$ cat src/verilog/nvmac_params.svh
`ifndef NVMAC_PARAMS_SVH
`define NVMAC_PARAMS_SVH

// register word indices, byte address is four times the index
`define NVMAC_IDX_CONTROL 6'h0B
`define NVMAC_IDX_BYTE_ADDRESS 6'h0C
`define NVMAC_IDX_BYTE_DATA 6'h0D
`define NVMAC_IDX_IRQ_STATUS 6'h0E
`define NVMAC_IDX_IRQ_MASK 6'h0F

// control register field positions
`define NVMAC_BIT_RD_REQ 7
`define NVMAC_BIT_WR_REQ 6
`define NVMAC_BIT_WR_EN 5
`define NVMAC_BIT_DONE 4
`define NVMAC_BIT_PWR 3

// reset values
`define NVMAC_CTRL_RESET 5'h00
`define NVMAC_ADDR_RESET 7'h00
`define NVMAC_DATA_RESET 8'h00
`define NVMAC_IRQ_RESET 4'h0
`define NVMAC_ERASED_BYTE 8'hFF

// bus encodings
`define NVMAC_HTRANS_ACTIVE_BIT 1
`define NVMAC_HSIZE_WORD 3'h2
`define NVMAC_HRESP_OKAY 1'h0

// timing: clock rate in kHz, cell times in ns
`define NVMAC_CLK_KHZ 10000
`define NVMAC_ERASE_NS 2000
`define NVMAC_PROG_NS 2000
`define NVMAC_ERASE_CYC ((`NVMAC_ERASE_NS * `NVMAC_CLK_KHZ + 999999) / 1000000)
`define NVMAC_PROG_CYC ((`NVMAC_PROG_NS * `NVMAC_CLK_KHZ + 999999) / 1000000)
`define NVMAC_READ_CYC 1

`endif

$ cat src/verilog/nvmac_pkg.sv
package nvmac_pkg;

	typedef enum logic [1:0] {
		NVMAC_IDLE,
		NVMAC_READ,
		NVMAC_ERASE,
		NVMAC_PROGRAM
	} nvmac_state_t;

	typedef struct packed {
		logic rd_req;
		logic wr_req;
		logic write_enable_gate;
		logic done_detect;
		logic array_power_on;
	} nvmac_ctrl_t;

	typedef struct packed {
		logic pwr_refused;
		logic wr_refused;
		logic wr_done;
		logic rd_done;
	} nvmac_irq_t;

	typedef struct packed {
		logic in_range;
		logic [5:0] idx;
		logic word;
	} nvmac_req_t;

endpackage

$ cat src/verilog/nvmac_top.sv
// How it works
// - every write erases the addressed byte, then programs the new value
// - address register holds a 7-bit byte address; top bit reads zero
// - setting read request starts a byte read; hardware clears it when done
// - setting write request starts erase-then-write; cleared only when finished or refused
// - write-enable gate at 0 forbids array programming, at 1 allows it
// - done-detect reads 1 while a write cycle runs, 0 once complete
// - power bit 0 refuses new reads and writes; an access already running still completes
// - control bits 2 to 0 always read zero
// - data register holds the byte to program, receives the byte read
// - reads and writes work anytime in normal operation, no special mode
`timescale 1ns/1ps
`include "nvmac_params.svh"
`default_nettype none

module nvmac_top (
	// clock and reset
	input wire logic I_REF_CLK,
	input wire logic I_NRST,
	// ahb-lite slave
	input wire logic I_HSEL,
	input wire logic [31:0] I_HADDR,
	input wire logic [1:0] I_HTRANS,
	input wire logic I_HWRITE,
	input wire logic [2:0] I_HSIZE,
	input wire logic [31:0] I_HWDATA,
	input wire logic I_HREADY,
	output logic [31:0] O_HRDATA,
	output logic O_HREADYOUT,
	output logic O_HRESP,
	// interrupt
	output logic O_IRQ
);

	function automatic nvmac_pkg::nvmac_req_t decode_req(input logic [31:0] addr,
			input logic [2:0] size);
		nvmac_pkg::nvmac_req_t r;
		r.in_range = (addr[31:8] == 24'h000000) && (addr[1:0] == 2'h0);
		r.idx = addr[7:2];
		r.word = (size == `NVMAC_HSIZE_WORD);
		return r;
	endfunction

	function automatic logic reg_hit(input nvmac_pkg::nvmac_req_t r, input logic [5:0] target);
		return r.in_range && (r.idx == target);
	endfunction

	// bus phase tracking
	logic take;
	logic take_wr;
	logic take_rd;
	logic wr_pend;
	logic rd_pend;
	nvmac_pkg::nvmac_req_t wr_req_ph;
	nvmac_pkg::nvmac_req_t rd_req_ph;

	// register state
	nvmac_pkg::nvmac_ctrl_t ctrl;
	nvmac_pkg::nvmac_ctrl_t next_ctrl;
	logic [6:0] byte_addr;
	logic [6:0] next_byte_addr;
	logic [7:0] byte_data;
	logic [7:0] next_byte_data;
	nvmac_pkg::nvmac_irq_t irq_status;
	nvmac_pkg::nvmac_irq_t next_irq_status;
	nvmac_pkg::nvmac_irq_t irq_mask;
	nvmac_pkg::nvmac_irq_t next_irq_mask;
	nvmac_pkg::nvmac_irq_t events;

	// access engine
	nvmac_pkg::nvmac_state_t state;
	nvmac_pkg::nvmac_state_t next_state;
	logic [7:0] cnt;
	logic [7:0] next_cnt;
	logic [6:0] op_addr;
	logic [7:0] op_data;
	logic start_op;
	logic mem_we;
	logic [7:0] mem_wdata;
	logic [7:0] array_mem [0:127];

	// decoded writes and reads
	logic sw_wr_ctrl;
	logic sw_wr_addr;
	logic sw_wr_data;
	logic sw_wr_mask;
	logic rd_status_clr;
	logic [7:0] ctrl_view;
	logic [31:0] read_word;
	logic [7:0] wdata_lo;

	// read-side register selects
	logic hit_ctrl;
	logic hit_addr;
	logic hit_data;
	logic hit_status;
	logic hit_mask;

	assign take = I_HSEL && I_HTRANS[`NVMAC_HTRANS_ACTIVE_BIT] && I_HREADY;
	assign take_wr = take && I_HWRITE;
	assign take_rd = take && !I_HWRITE;
	assign wdata_lo = I_HWDATA[7:0];

	// narrow writes are dropped so a half-word cannot half-start a cycle
	assign sw_wr_ctrl = wr_pend && wr_req_ph.word && reg_hit(wr_req_ph, `NVMAC_IDX_CONTROL);
	assign sw_wr_addr = wr_pend && wr_req_ph.word && reg_hit(wr_req_ph, `NVMAC_IDX_BYTE_ADDRESS);
	assign sw_wr_data = wr_pend && wr_req_ph.word && reg_hit(wr_req_ph, `NVMAC_IDX_BYTE_DATA);
	assign sw_wr_mask = wr_pend && wr_req_ph.word && reg_hit(wr_req_ph, `NVMAC_IDX_IRQ_MASK);
	assign rd_status_clr = rd_pend && hit_status;

	// low three bits are tied off in the view
	assign ctrl_view = {ctrl, 3'h0};

	// decoded once from the latched address phase
	assign hit_ctrl = reg_hit(rd_req_ph, `NVMAC_IDX_CONTROL);
	assign hit_addr = reg_hit(rd_req_ph, `NVMAC_IDX_BYTE_ADDRESS);
	assign hit_data = reg_hit(rd_req_ph, `NVMAC_IDX_BYTE_DATA);
	assign hit_status = reg_hit(rd_req_ph, `NVMAC_IDX_IRQ_STATUS);
	assign hit_mask = reg_hit(rd_req_ph, `NVMAC_IDX_IRQ_MASK);

	// unmapped offsets read as zero rather than aliasing a register
	always_comb begin
		read_word = 32'h00000000;
		if (hit_ctrl) begin
			read_word = {24'h000000, ctrl_view};
		end else if (hit_addr) begin
			read_word = {25'h0000000, byte_addr};
		end else if (hit_data) begin
			read_word = {24'h000000, byte_data};
		end else if (hit_status) begin
			read_word = {28'h0000000, irq_status};
		end else if (hit_mask) begin
			read_word = {28'h0000000, irq_mask};
		end
	end

	// operands latch on the idle-to-busy step
	assign start_op = (state == nvmac_pkg::NVMAC_IDLE) && (next_state != nvmac_pkg::NVMAC_IDLE);

	// register writes from software
	always_comb begin
		next_byte_addr = byte_addr;
		next_irq_mask = irq_mask;
		if (sw_wr_addr) begin
			next_byte_addr = wdata_lo[6:0];
		end
		if (sw_wr_mask) begin
			next_irq_mask = nvmac_pkg::nvmac_irq_t'(wdata_lo[3:0]);
		end
	end

	// engine and control register; hardware updates come last so they win
	always_comb begin
		next_state = state;
		next_cnt = cnt;
		next_ctrl = ctrl;
		next_byte_data = byte_data;
		events = `NVMAC_IRQ_RESET;
		mem_we = 1'b0;
		mem_wdata = `NVMAC_ERASED_BYTE;
		if (sw_wr_ctrl) begin
			next_ctrl.write_enable_gate = wdata_lo[`NVMAC_BIT_WR_EN];
			next_ctrl.array_power_on = wdata_lo[`NVMAC_BIT_PWR];
			// request bits can only be set by software, never cleared
			if (wdata_lo[`NVMAC_BIT_RD_REQ]) begin
				next_ctrl.rd_req = 1'b1;
			end
			if (wdata_lo[`NVMAC_BIT_WR_REQ]) begin
				next_ctrl.wr_req = 1'b1;
			end
		end
		// data register is not touched by software while a read is fetching
		if (sw_wr_data && (state != nvmac_pkg::NVMAC_READ)) begin
			next_byte_data = wdata_lo;
		end
		case (state)
			nvmac_pkg::NVMAC_IDLE: begin
				// no mode gating: a request is served whenever idle
				if (ctrl.rd_req) begin
					if (ctrl.array_power_on) begin
						next_state = nvmac_pkg::NVMAC_READ;
						next_cnt = 8'(`NVMAC_READ_CYC - 1);
					end else begin
						next_ctrl.rd_req = 1'b0;
						events.pwr_refused = 1'b1;
					end
				end else if (ctrl.wr_req) begin
					if (!ctrl.array_power_on) begin
						next_ctrl.wr_req = 1'b0;
						events.pwr_refused = 1'b1;
					end else if (!ctrl.write_enable_gate) begin
						// array left alone, done-detect never rises
						next_ctrl.wr_req = 1'b0;
						events.wr_refused = 1'b1;
					end else begin
						next_state = nvmac_pkg::NVMAC_ERASE;
						next_cnt = 8'(`NVMAC_ERASE_CYC - 1);
						next_ctrl.done_detect = 1'b1;
					end
				end
			end
			nvmac_pkg::NVMAC_READ: begin
				if (cnt == 8'h00) begin
					next_byte_data = array_mem[op_addr];
					next_ctrl.rd_req = 1'b0;
					events.rd_done = 1'b1;
					next_state = nvmac_pkg::NVMAC_IDLE;
				end else begin
					next_cnt = cnt - 8'h01;
				end
			end
			nvmac_pkg::NVMAC_ERASE: begin
				if (cnt == 8'h00) begin
					mem_we = 1'b1;
					mem_wdata = `NVMAC_ERASED_BYTE;
					next_state = nvmac_pkg::NVMAC_PROGRAM;
					next_cnt = 8'(`NVMAC_PROG_CYC - 1);
				end else begin
					next_cnt = cnt - 8'h01;
				end
			end
			nvmac_pkg::NVMAC_PROGRAM: begin
				if (cnt == 8'h00) begin
					mem_we = 1'b1;
					// cells only clear bits when programmed, so a skipped erase shows up
					mem_wdata = array_mem[op_addr] & op_data;
					next_ctrl.wr_req = 1'b0;
					next_ctrl.done_detect = 1'b0;
					events.wr_done = 1'b1;
					next_state = nvmac_pkg::NVMAC_IDLE;
				end else begin
					next_cnt = cnt - 8'h01;
				end
			end
			default: begin
				next_state = nvmac_pkg::NVMAC_IDLE;
			end
		endcase
	end

	// read clears only what was reported; a same-cycle event still lands
	always_comb begin
		next_irq_status = irq_status;
		if (rd_status_clr) begin
			next_irq_status = `NVMAC_IRQ_RESET;
		end
		next_irq_status = next_irq_status | events;
	end

	// bus pipeline: writes are zero-wait, reads insert one wait state
	always_ff @(posedge I_REF_CLK or negedge I_NRST) begin
		if (!I_NRST) begin
			wr_pend <= 1'b0;
			rd_pend <= 1'b0;
			wr_req_ph <= '0;
			rd_req_ph <= '0;
		end else begin
			wr_pend <= take_wr;
			rd_pend <= take_rd;
			if (take) begin
				wr_req_ph <= decode_req(I_HADDR, I_HSIZE);
				rd_req_ph <= decode_req(I_HADDR, I_HSIZE);
			end
		end
	end

	// the wait state lets a write in the previous data phase settle first
	always_ff @(posedge I_REF_CLK or negedge I_NRST) begin
		if (!I_NRST) begin
			O_HRDATA <= 32'h00000000;
			O_HREADYOUT <= 1'b1;
			O_HRESP <= `NVMAC_HRESP_OKAY;
		end else begin
			O_HREADYOUT <= !take_rd;
			O_HRESP <= `NVMAC_HRESP_OKAY;
			if (rd_pend) begin
				O_HRDATA <= read_word;
			end
		end
	end

	always_ff @(posedge I_REF_CLK or negedge I_NRST) begin
		if (!I_NRST) begin
			ctrl <= `NVMAC_CTRL_RESET;
			byte_addr <= `NVMAC_ADDR_RESET;
			byte_data <= `NVMAC_DATA_RESET;
			state <= nvmac_pkg::NVMAC_IDLE;
			cnt <= 8'h00;
		end else begin
			ctrl <= next_ctrl;
			byte_addr <= next_byte_addr;
			byte_data <= next_byte_data;
			state <= next_state;
			cnt <= next_cnt;
		end
	end

	// operands frozen at start so late register writes cannot corrupt a cycle
	always_ff @(posedge I_REF_CLK or negedge I_NRST) begin
		if (!I_NRST) begin
			op_addr <= `NVMAC_ADDR_RESET;
			op_data <= `NVMAC_DATA_RESET;
		end else if (start_op) begin
			op_addr <= byte_addr;
			op_data <= byte_data;
		end
	end

	// array model in flip-flops; reset leaves it in the erased state
	always_ff @(posedge I_REF_CLK or negedge I_NRST) begin
		if (!I_NRST) begin
			for (int i = 0; i < 128; i++) begin
				array_mem[i] <= `NVMAC_ERASED_BYTE;
			end
		end else if (mem_we) begin
			array_mem[op_addr] <= mem_wdata;
		end
	end

	// irq follows the next status so it moves on the same edge as the flag
	always_ff @(posedge I_REF_CLK or negedge I_NRST) begin
		if (!I_NRST) begin
			irq_status <= `NVMAC_IRQ_RESET;
			irq_mask <= `NVMAC_IRQ_RESET;
			O_IRQ <= 1'b0;
		end else begin
			irq_status <= next_irq_status;
			irq_mask <= next_irq_mask;
			O_IRQ <= |(next_irq_status & next_irq_mask);
		end
	end

endmodule

`default_nettype wire
$ cat config.mk
export PLATFORM = sky130hd
export DESIGN_NAME = nvmac_top
export DESIGN_NICKNAME = d
export VERILOG_FILES = /design/src/verilog/nvmac_pkg.sv /design/src/verilog/nvmac_top.sv
export VERILOG_INCLUDE_DIRS = /design/src /design/src/verilog
export SDC_FILE = /design/constraint.sdc
export NUM_CORES = 2
export LEC_CHECK = 0
export CORE_MARGIN = 2
export CORE_UTILIZATION = 50
export DETAILED_ROUTE_END_ITERATION = 8
export DONT_BUFFER_PORTS = 1
export SYNTH_ARGS = -nofsm -noshare
export SYNTH_HDL_FRONTEND = slang
export SYNTH_SLANG_ARGS = --single-unit
$ cat constraint.sdc
create_clock -name I_REF_CLK -period 4.5 [get_ports I_REF_CLK]
set_input_delay 0.45 -clock I_REF_CLK [delete_from_list [all_inputs] [get_ports I_REF_CLK]]
set_output_delay 0.45 -clock I_REF_CLK [all_outputs]
set_load 0.01 [all_outputs]
**Word level (Yosys, flattened, before mapping)**

Cells that the tools add are included.

- Output and inout port bits: 35
- Logic and storage cells: 278
- Flip-flop bits (word level): 1121

- $lt $le $gt $ge: 2
- Add/subtract/negate cells: 1
- Reductions and logical operators: 32
- Bitwise logic cells: 4
- Eq/ne operators: 20
- Multiplexer cells: 64

Operators with widths:

| kind | number |
|---|---|
| bitwise mux 1024 bit | 1 |
| 2-to-1 mux 8 bit | 16 |
| 2-to-1 mux 32 bit | 2 |
| binary-select mux 8 bit (select 7 bit) | 1 |
| demux 8 bit (select 7 bit) | 1 |
| equality test 6 x 4 -> 1 bit (second input constant) | 5 |
| zero test 24 bit | 1 |
| 2-to-1 mux 1 bit | 24 |
| case mux 8 bit (3 select lines) | 1 |
| logical AND 1 bit | 19 |
| 2-to-1 mux 2 bit | 9 |
| 2-to-1 mux 4 bit | 4 |
| != test 2 bit (second input constant) | 6 |
| != test 3 bit (second input constant) | 4 |
| AND 8 bit | 1 |
| >= comparator 8 bit (second input constant) | 1 |
| zero test 8 bit | 1 |
| < comparator 8 x 1 -> 1 bit (second input constant) | 1 |
| inverter 7 -> 8 bit | 1 |
| subtractor 8 x 1 -> 8 bit (second input constant) | 1 |
| case mux 1 bit (2 select lines) | 3 |
| case mux 2 bit (3 select lines) | 1 |
| AND reduction 6 bit | 1 |
| AND reduction 5 bit | 1 |
| 12 further kinds | 17 |

**Depth between registers and ports, before layout**

- Depth in word-level cells: 9
- Mapped depth: 11

**Worst setup path after synthesis**

No wires, ideal clock.

- Path kind: reg-to-reg
- Start: register op_addr[0]
- End: register byte_data[0]
- Data arrival time: 3145 ps
- Cell stages (with the launch flop): 11
- Path slack: 1218 ps
- Library setup time: 137 ps
- Cells stage by stage: dfrtp_1 buf_2 buf_1 mux4_2 mux4_2 mux4_2 mux2i_1 buf_4 buf_6 buf_6 mux2i_1

- Longest elaborated chain between the ends: 6

Ends and longest elaborated chain:

| item | RTL line | source |
|---|---|---|
| from (decl) | nvmac_top.sv:75 | `logic [6:0] op_addr;` |
| from (signal assigned) | nvmac_top.sv:301 | `` op_addr <= `NVMAC_ADDR_RESET; `` |
| from (signal assigned) | nvmac_top.sv:304 | `op_addr <= byte_addr;` |
| inverter 7 -> 8 bit (not written as such) | nvmac_top.sv:204 | `next_byte_data = array_mem[op_addr];` |
| binary-select mux 8 bit (select 7 bit) | nvmac_top.sv:204 |  |
| 2-to-1 mux 8 bit (not written as such) (2 in a row) | nvmac_top.sv:204 |  |
| 2-to-1 mux 8 bit | nvmac_top.sv:203 | `if (cnt == 8'h00) begin` |
| 2-to-1 mux 8 bit | nvmac_top.sv:176 | `case (state)` |
| named net next_byte_data[0] | nvmac_top.sv:63 | `logic [7:0] next_byte_data;` |
| to (signal assigned) | nvmac_top.sv:286 | `` byte_data <= `NVMAC_DATA_RESET; `` |
| to (signal assigned) | nvmac_top.sv:292 | `byte_data <= next_byte_data;` |
| to (decl) | nvmac_top.sv:62 | `logic [7:0] byte_data;` |

The timed path passes the listed nets, and every way through them passes these cells. The select of a mux whose other input is x is not followed.
A chain may end at the register's enable or synchronous reset.

**Final worst setup path**

- Start: register op_addr[0]
- End: register array_mem[850] (netlist name)

- Longest elaborated chain between the ends: 8
- Elaborated cells between the ends (all ways): 13

Ends and longest elaborated chain:

| item | RTL line | source |
|---|---|---|
| inverter 7 -> 8 bit (not written as such) * | nvmac_top.sv:226, nvmac_top.sv:316 |  |
| binary-select mux 8 bit (select 7 bit) | nvmac_top.sv:226 | `mem_wdata = array_mem[op_addr] & op_data;` |
| 2-to-1 mux 8 bit (not written as such) (2 in a row) | nvmac_top.sv:226 |  |
| AND 8 bit | nvmac_top.sv:226 |  |
| 2-to-1 mux 8 bit | nvmac_top.sv:223 | `if (cnt == 8'h00) begin` |
| 2-to-1 mux 8 bit | - |  |
| bitwise mux 1024 bit * | nvmac_top.sv:316 | `array_mem[op_addr] <= mem_wdata;` |
| to (signal, indexed assignment) | nvmac_top.sv:313 | `` array_mem[i] <= `NVMAC_ERASED_BYTE; `` |
| to (signal, indexed assignment) | nvmac_top.sv:316 |  |
| to (decl) | nvmac_top.sv:80 | `logic [7:0] array_mem [0:127];` |

Mark *: on every way between the ends. The rest lies on a longest branch, timed or not. The select of a mux whose other input is x is not followed.

==> summary.txt <==
CTS
  – Reg clk slew, reported paths: 0.06 ns
  – Clock sinks: 1097
  – Post-CTS Setup Inserts: 0
  – Skew-Pair Late Insertion Delay: 0.73 ns
  – CTS tree: done
  – TritonCTS Buffers: 120
  – Clock Root Buffer: clkbuf_16
  – # H-tree levels: 3
  – Worst-case clock buffer depth: 3

Run status
  – Failing checks: max-slew violations
  – Status: finished, violations left

Layout
  – Final Non-Filler Cells: 7204
  – Fill cells: 9703
  – Antenna cells: 0
  – Syn-to-layout area delta: 12.0%
  – NumNets Final: 5683
  – Layout cell share with drive strength beyond 1: 32.9%
  – Core Util, Final: 56.4%

Critical path
  – Worst setup SP type: register
  – CP dominant cell by count: mux4_2
  – Cell chain of the critical path: buf_12, buf_4, mux4_2, mux4_2, mux4_2, mux2i_4, buf_12, o21ai_0
  – Worst EP required: 5.10 ns
  – CP Capture Type: register
  – Peak per-stage delay on the critical path: 0.74 ns
  – Worst EP arrival: 4.61 ns
  – Worst path slowest cell: dfrtp_4
  – Worst Path Max Fanout: 76
  – CP Class: reg -> reg

Synth
  – Top cells by area, synth: dfstp_2, mux4_2, a21oi_1, o21ai_0, nand2_1
  – EDFF count, synth: 0
  – Synth cell count leaders: nand2_1, a21oi_1, dfstp_2, o21ai_0, mux4_2
  – Synth Instances: 5650
  – Netlist cell types: 56
  – Top-area cell type share of the netlist area: 47.5%
  – Register area share after synthesis: 50.7%
  – Count leader, synth: nand2_1
  – Synth Flop Type: dfstp_2
  – Yosys warnings: 0
  – Post-Syn Area: 56600 um2
  – Register bit total from synthesis: 1097
  – Async S/R FF share, synth: 100%
  – Yosys top cell by area: dfstp_2
  – Mapped Avg Cell Area: 10.0 um2

Placed design
  – Detail Placement HPWL: 113000 um
  – GPL Wtd Cong: 0.875
  – Inst Count DP: 6956
  – IO buf count: 0

Die
  – Ports: 109
  – # rows: 123
  – Die height: 341 um
  – Starting Density: 50.3%
  – CORE AREA: 112000 um2
  – Die W: 341 um
  – Full die area: 116000 um2

Detailed routing
  – Final ANT Viol Nets: 0
  – Wirelength per Cell: 27.1 um
  – Final wirelength: 195000 um
  – Via density: 6.55
  – Residual DRC: 0
  – TritonRoute pass-1 iters: 6
  – Vias: 47200
  – Initial DRC Count: 5850

Timing
  – Final Max Tran Viols: 472
  – RSZ-0062 raised after global routing: no
  – Max transition margin: -17.7%
  – Period utilisation layout: 89.0%
  – Minimum clock period: 4.00 ns
  – TNS Setup: 0 ns
  – Fmax: 0.250 GHz
  – Final setup fails: 0
  – Setup Skew: 0.0410 ns
  – Slew of the pin with the lowest slew margin: 1.76 ns
  – Final hold vios: 0

Global routing
  – GRT Util Overall: 33.2%
  – Largest net degree at the start of global routing: 1098
  – Total grt overflow: 0
  – Antenna violations before repair: 9
  – Vias in the first global route: 45000
  – First-pass GRT wire length: 295000 um

Power
  – P per Cell Area: 321 nW/um2
  – Leakage power: 0.0202 uW
  – Sw Share: 22.2%
  – Sequential power share: 49.0%
  – Int Power: 15800 uW
  – Net Switching: 4530 uW
  – Comb pwr share: 1.3%
  – Part of the power in the clock network: 49.7%
  – Max VDD drop: 309 uV

Worst hold path
  – Path type of the worst min-delay path: in -> reg

Run
  – Max Cap Viol: 0
-- critical path: cells and delay by family (launching register included) --
family,cells,cell delay [ns]
AO/OA/AOI/OAI,1,0.19
buffers and inverters,3,0.97
flip-flops,1,0.74
multiplexers,4,1.89
-- what timing repair did --
action / in CTS / in global routing
endpoints found under the hold margin: 878 / 16
hold buffers: 21 / 1
gates resized for setup: 0 / 0
-- kinds of logic after synthesis --
logic type               count (synthesis)  share of synthesized area (%)
AO/OA/AOI/OAI                         2114                           18.9
AND/OR/NAND/NOR                       1562                           12.0
XOR/XNOR                                 5                         0.0773
adder cells (fa/ha/maj)                  5                          0.110
flip-flops                            1097                           50.7
buffers and inverters                  471                           3.79
other                                    1                        0.00662
multiplexers                           395                           14.5
-- through the flow --
| stage | setup WS, ns | hold slack [ns] | area (um2) | total power (uW) |
|---|---|---|---|---|
| 6_report | 0.495 | 0.166 | 63500 | 20300 |
| 5_1_grt | 0.396 | 0.232 | 63500 | 20900 |
| 4_1_cts | 0.511 | -0.506 | 63300 | 20300 |
| 3_5_place_dp | 0.548 | 0.296 | 59100 | 10200 |
| 3_3_place_gp | 0.618 | 0.350 | 59100 | 10200 |
| 2_1_floorplan | 1.22 | 0.154 | 56700 | 10200 |
-- registers in the layout, indices dropped and copies added, names as in the netlist, 2 cells and up --
signal / count
array_mem: 1024
state: 2
cnt: 8
irq_mask: 4
op_addr: 7
op_data: 8
O_HRDATA: 8
byte_addr: 7
ctrl: 5
rd_req_ph: 7
byte_data: 8
irq_status: 4
-- per-layer routing --
layer  track usage (%)  wire length [um]  part of all wire, %
met1              51.1             83100                   43
met2              47.2             83000                   43
met3              6.34             22500                   12
met4              10.7              6220                  3.2
met5                 0               101                0.052
-- power groups by stage --
stage	Combinational, uW	Sequential (uW)	Clock (uW)
4_1_cts	61.1	9970	10200
3_3_place_gp	44.1	10100	0
2_1_floorplan	73.9	10100	0
5_1_grt	297	9970	10600
6_report	259	9970	10100
3_5_place_dp	45.1	10100	0
-- final timing paths --
kind / startpoint / slack [ns] / cells after the start / end
max in group asynchronous: I_NRST / 1.53 / 3 / array_mem[163]
min in group asynchronous: I_NRST / 0.46 / 1 / array_mem[867]
max: op_addr[0] / 0.50 / 8 / array_mem[850]
max reg2reg: op_addr[0] / 0.50 / 8 / array_mem[850]
min: I_HTRANS[1] / 0.17 / 2 / wr_pend
min reg2reg: wr_req_ph[0] / 0.52 / 2 / wr_req_ph[0]
-- cell usage in the layout (no fill, tap or decap), types with 11 or more instances in the layout --
| master | count |
|---|---|
| mux4_2 | 336 |
| dfrtp_4 | 12 |
| a21oi_1 | 1042 |
| nor4_1 | 127 |
| nor3_1 | 139 |
| buf_4 | 194 |
| dfrtp_1 | 58 |
| inv_1 | 12 |
| mux2i_1 | 21 |
| clkbuf_1 | 30 |
| nor2_1 | 39 |
| nor4_2 | 11 |
| nand2_1 | 1052 |
| o21ai_0 | 921 |
| nand3_1 | 143 |
| conb_1 | 25 |
| mux2_2 | 30 |
| o21ai_1 | 116 |
| clkbuf_8 | 25 |
| buf_12 | 47 |
| dfstp_2 | 1025 |
| clkinv_2 | 26 |
| clkbuf_16 | 122 |
| dlygate4sd3_1 | 22 |
-- layout make-up --
cell class	instances	area (um2)	area share [%]
Sequential cell	1097	28800	45.4
Multi-Input combinational cell	4106	26000	41.0
Clock buffer	177	3510	5.53
Timing Repair Buffer	267	2730	4.30
Tap cell	1500	1880	2.96
Clock inverter	45	493	0.777
Inverter	12	45.0	0.0710
(Power assumes the default switching activity.)
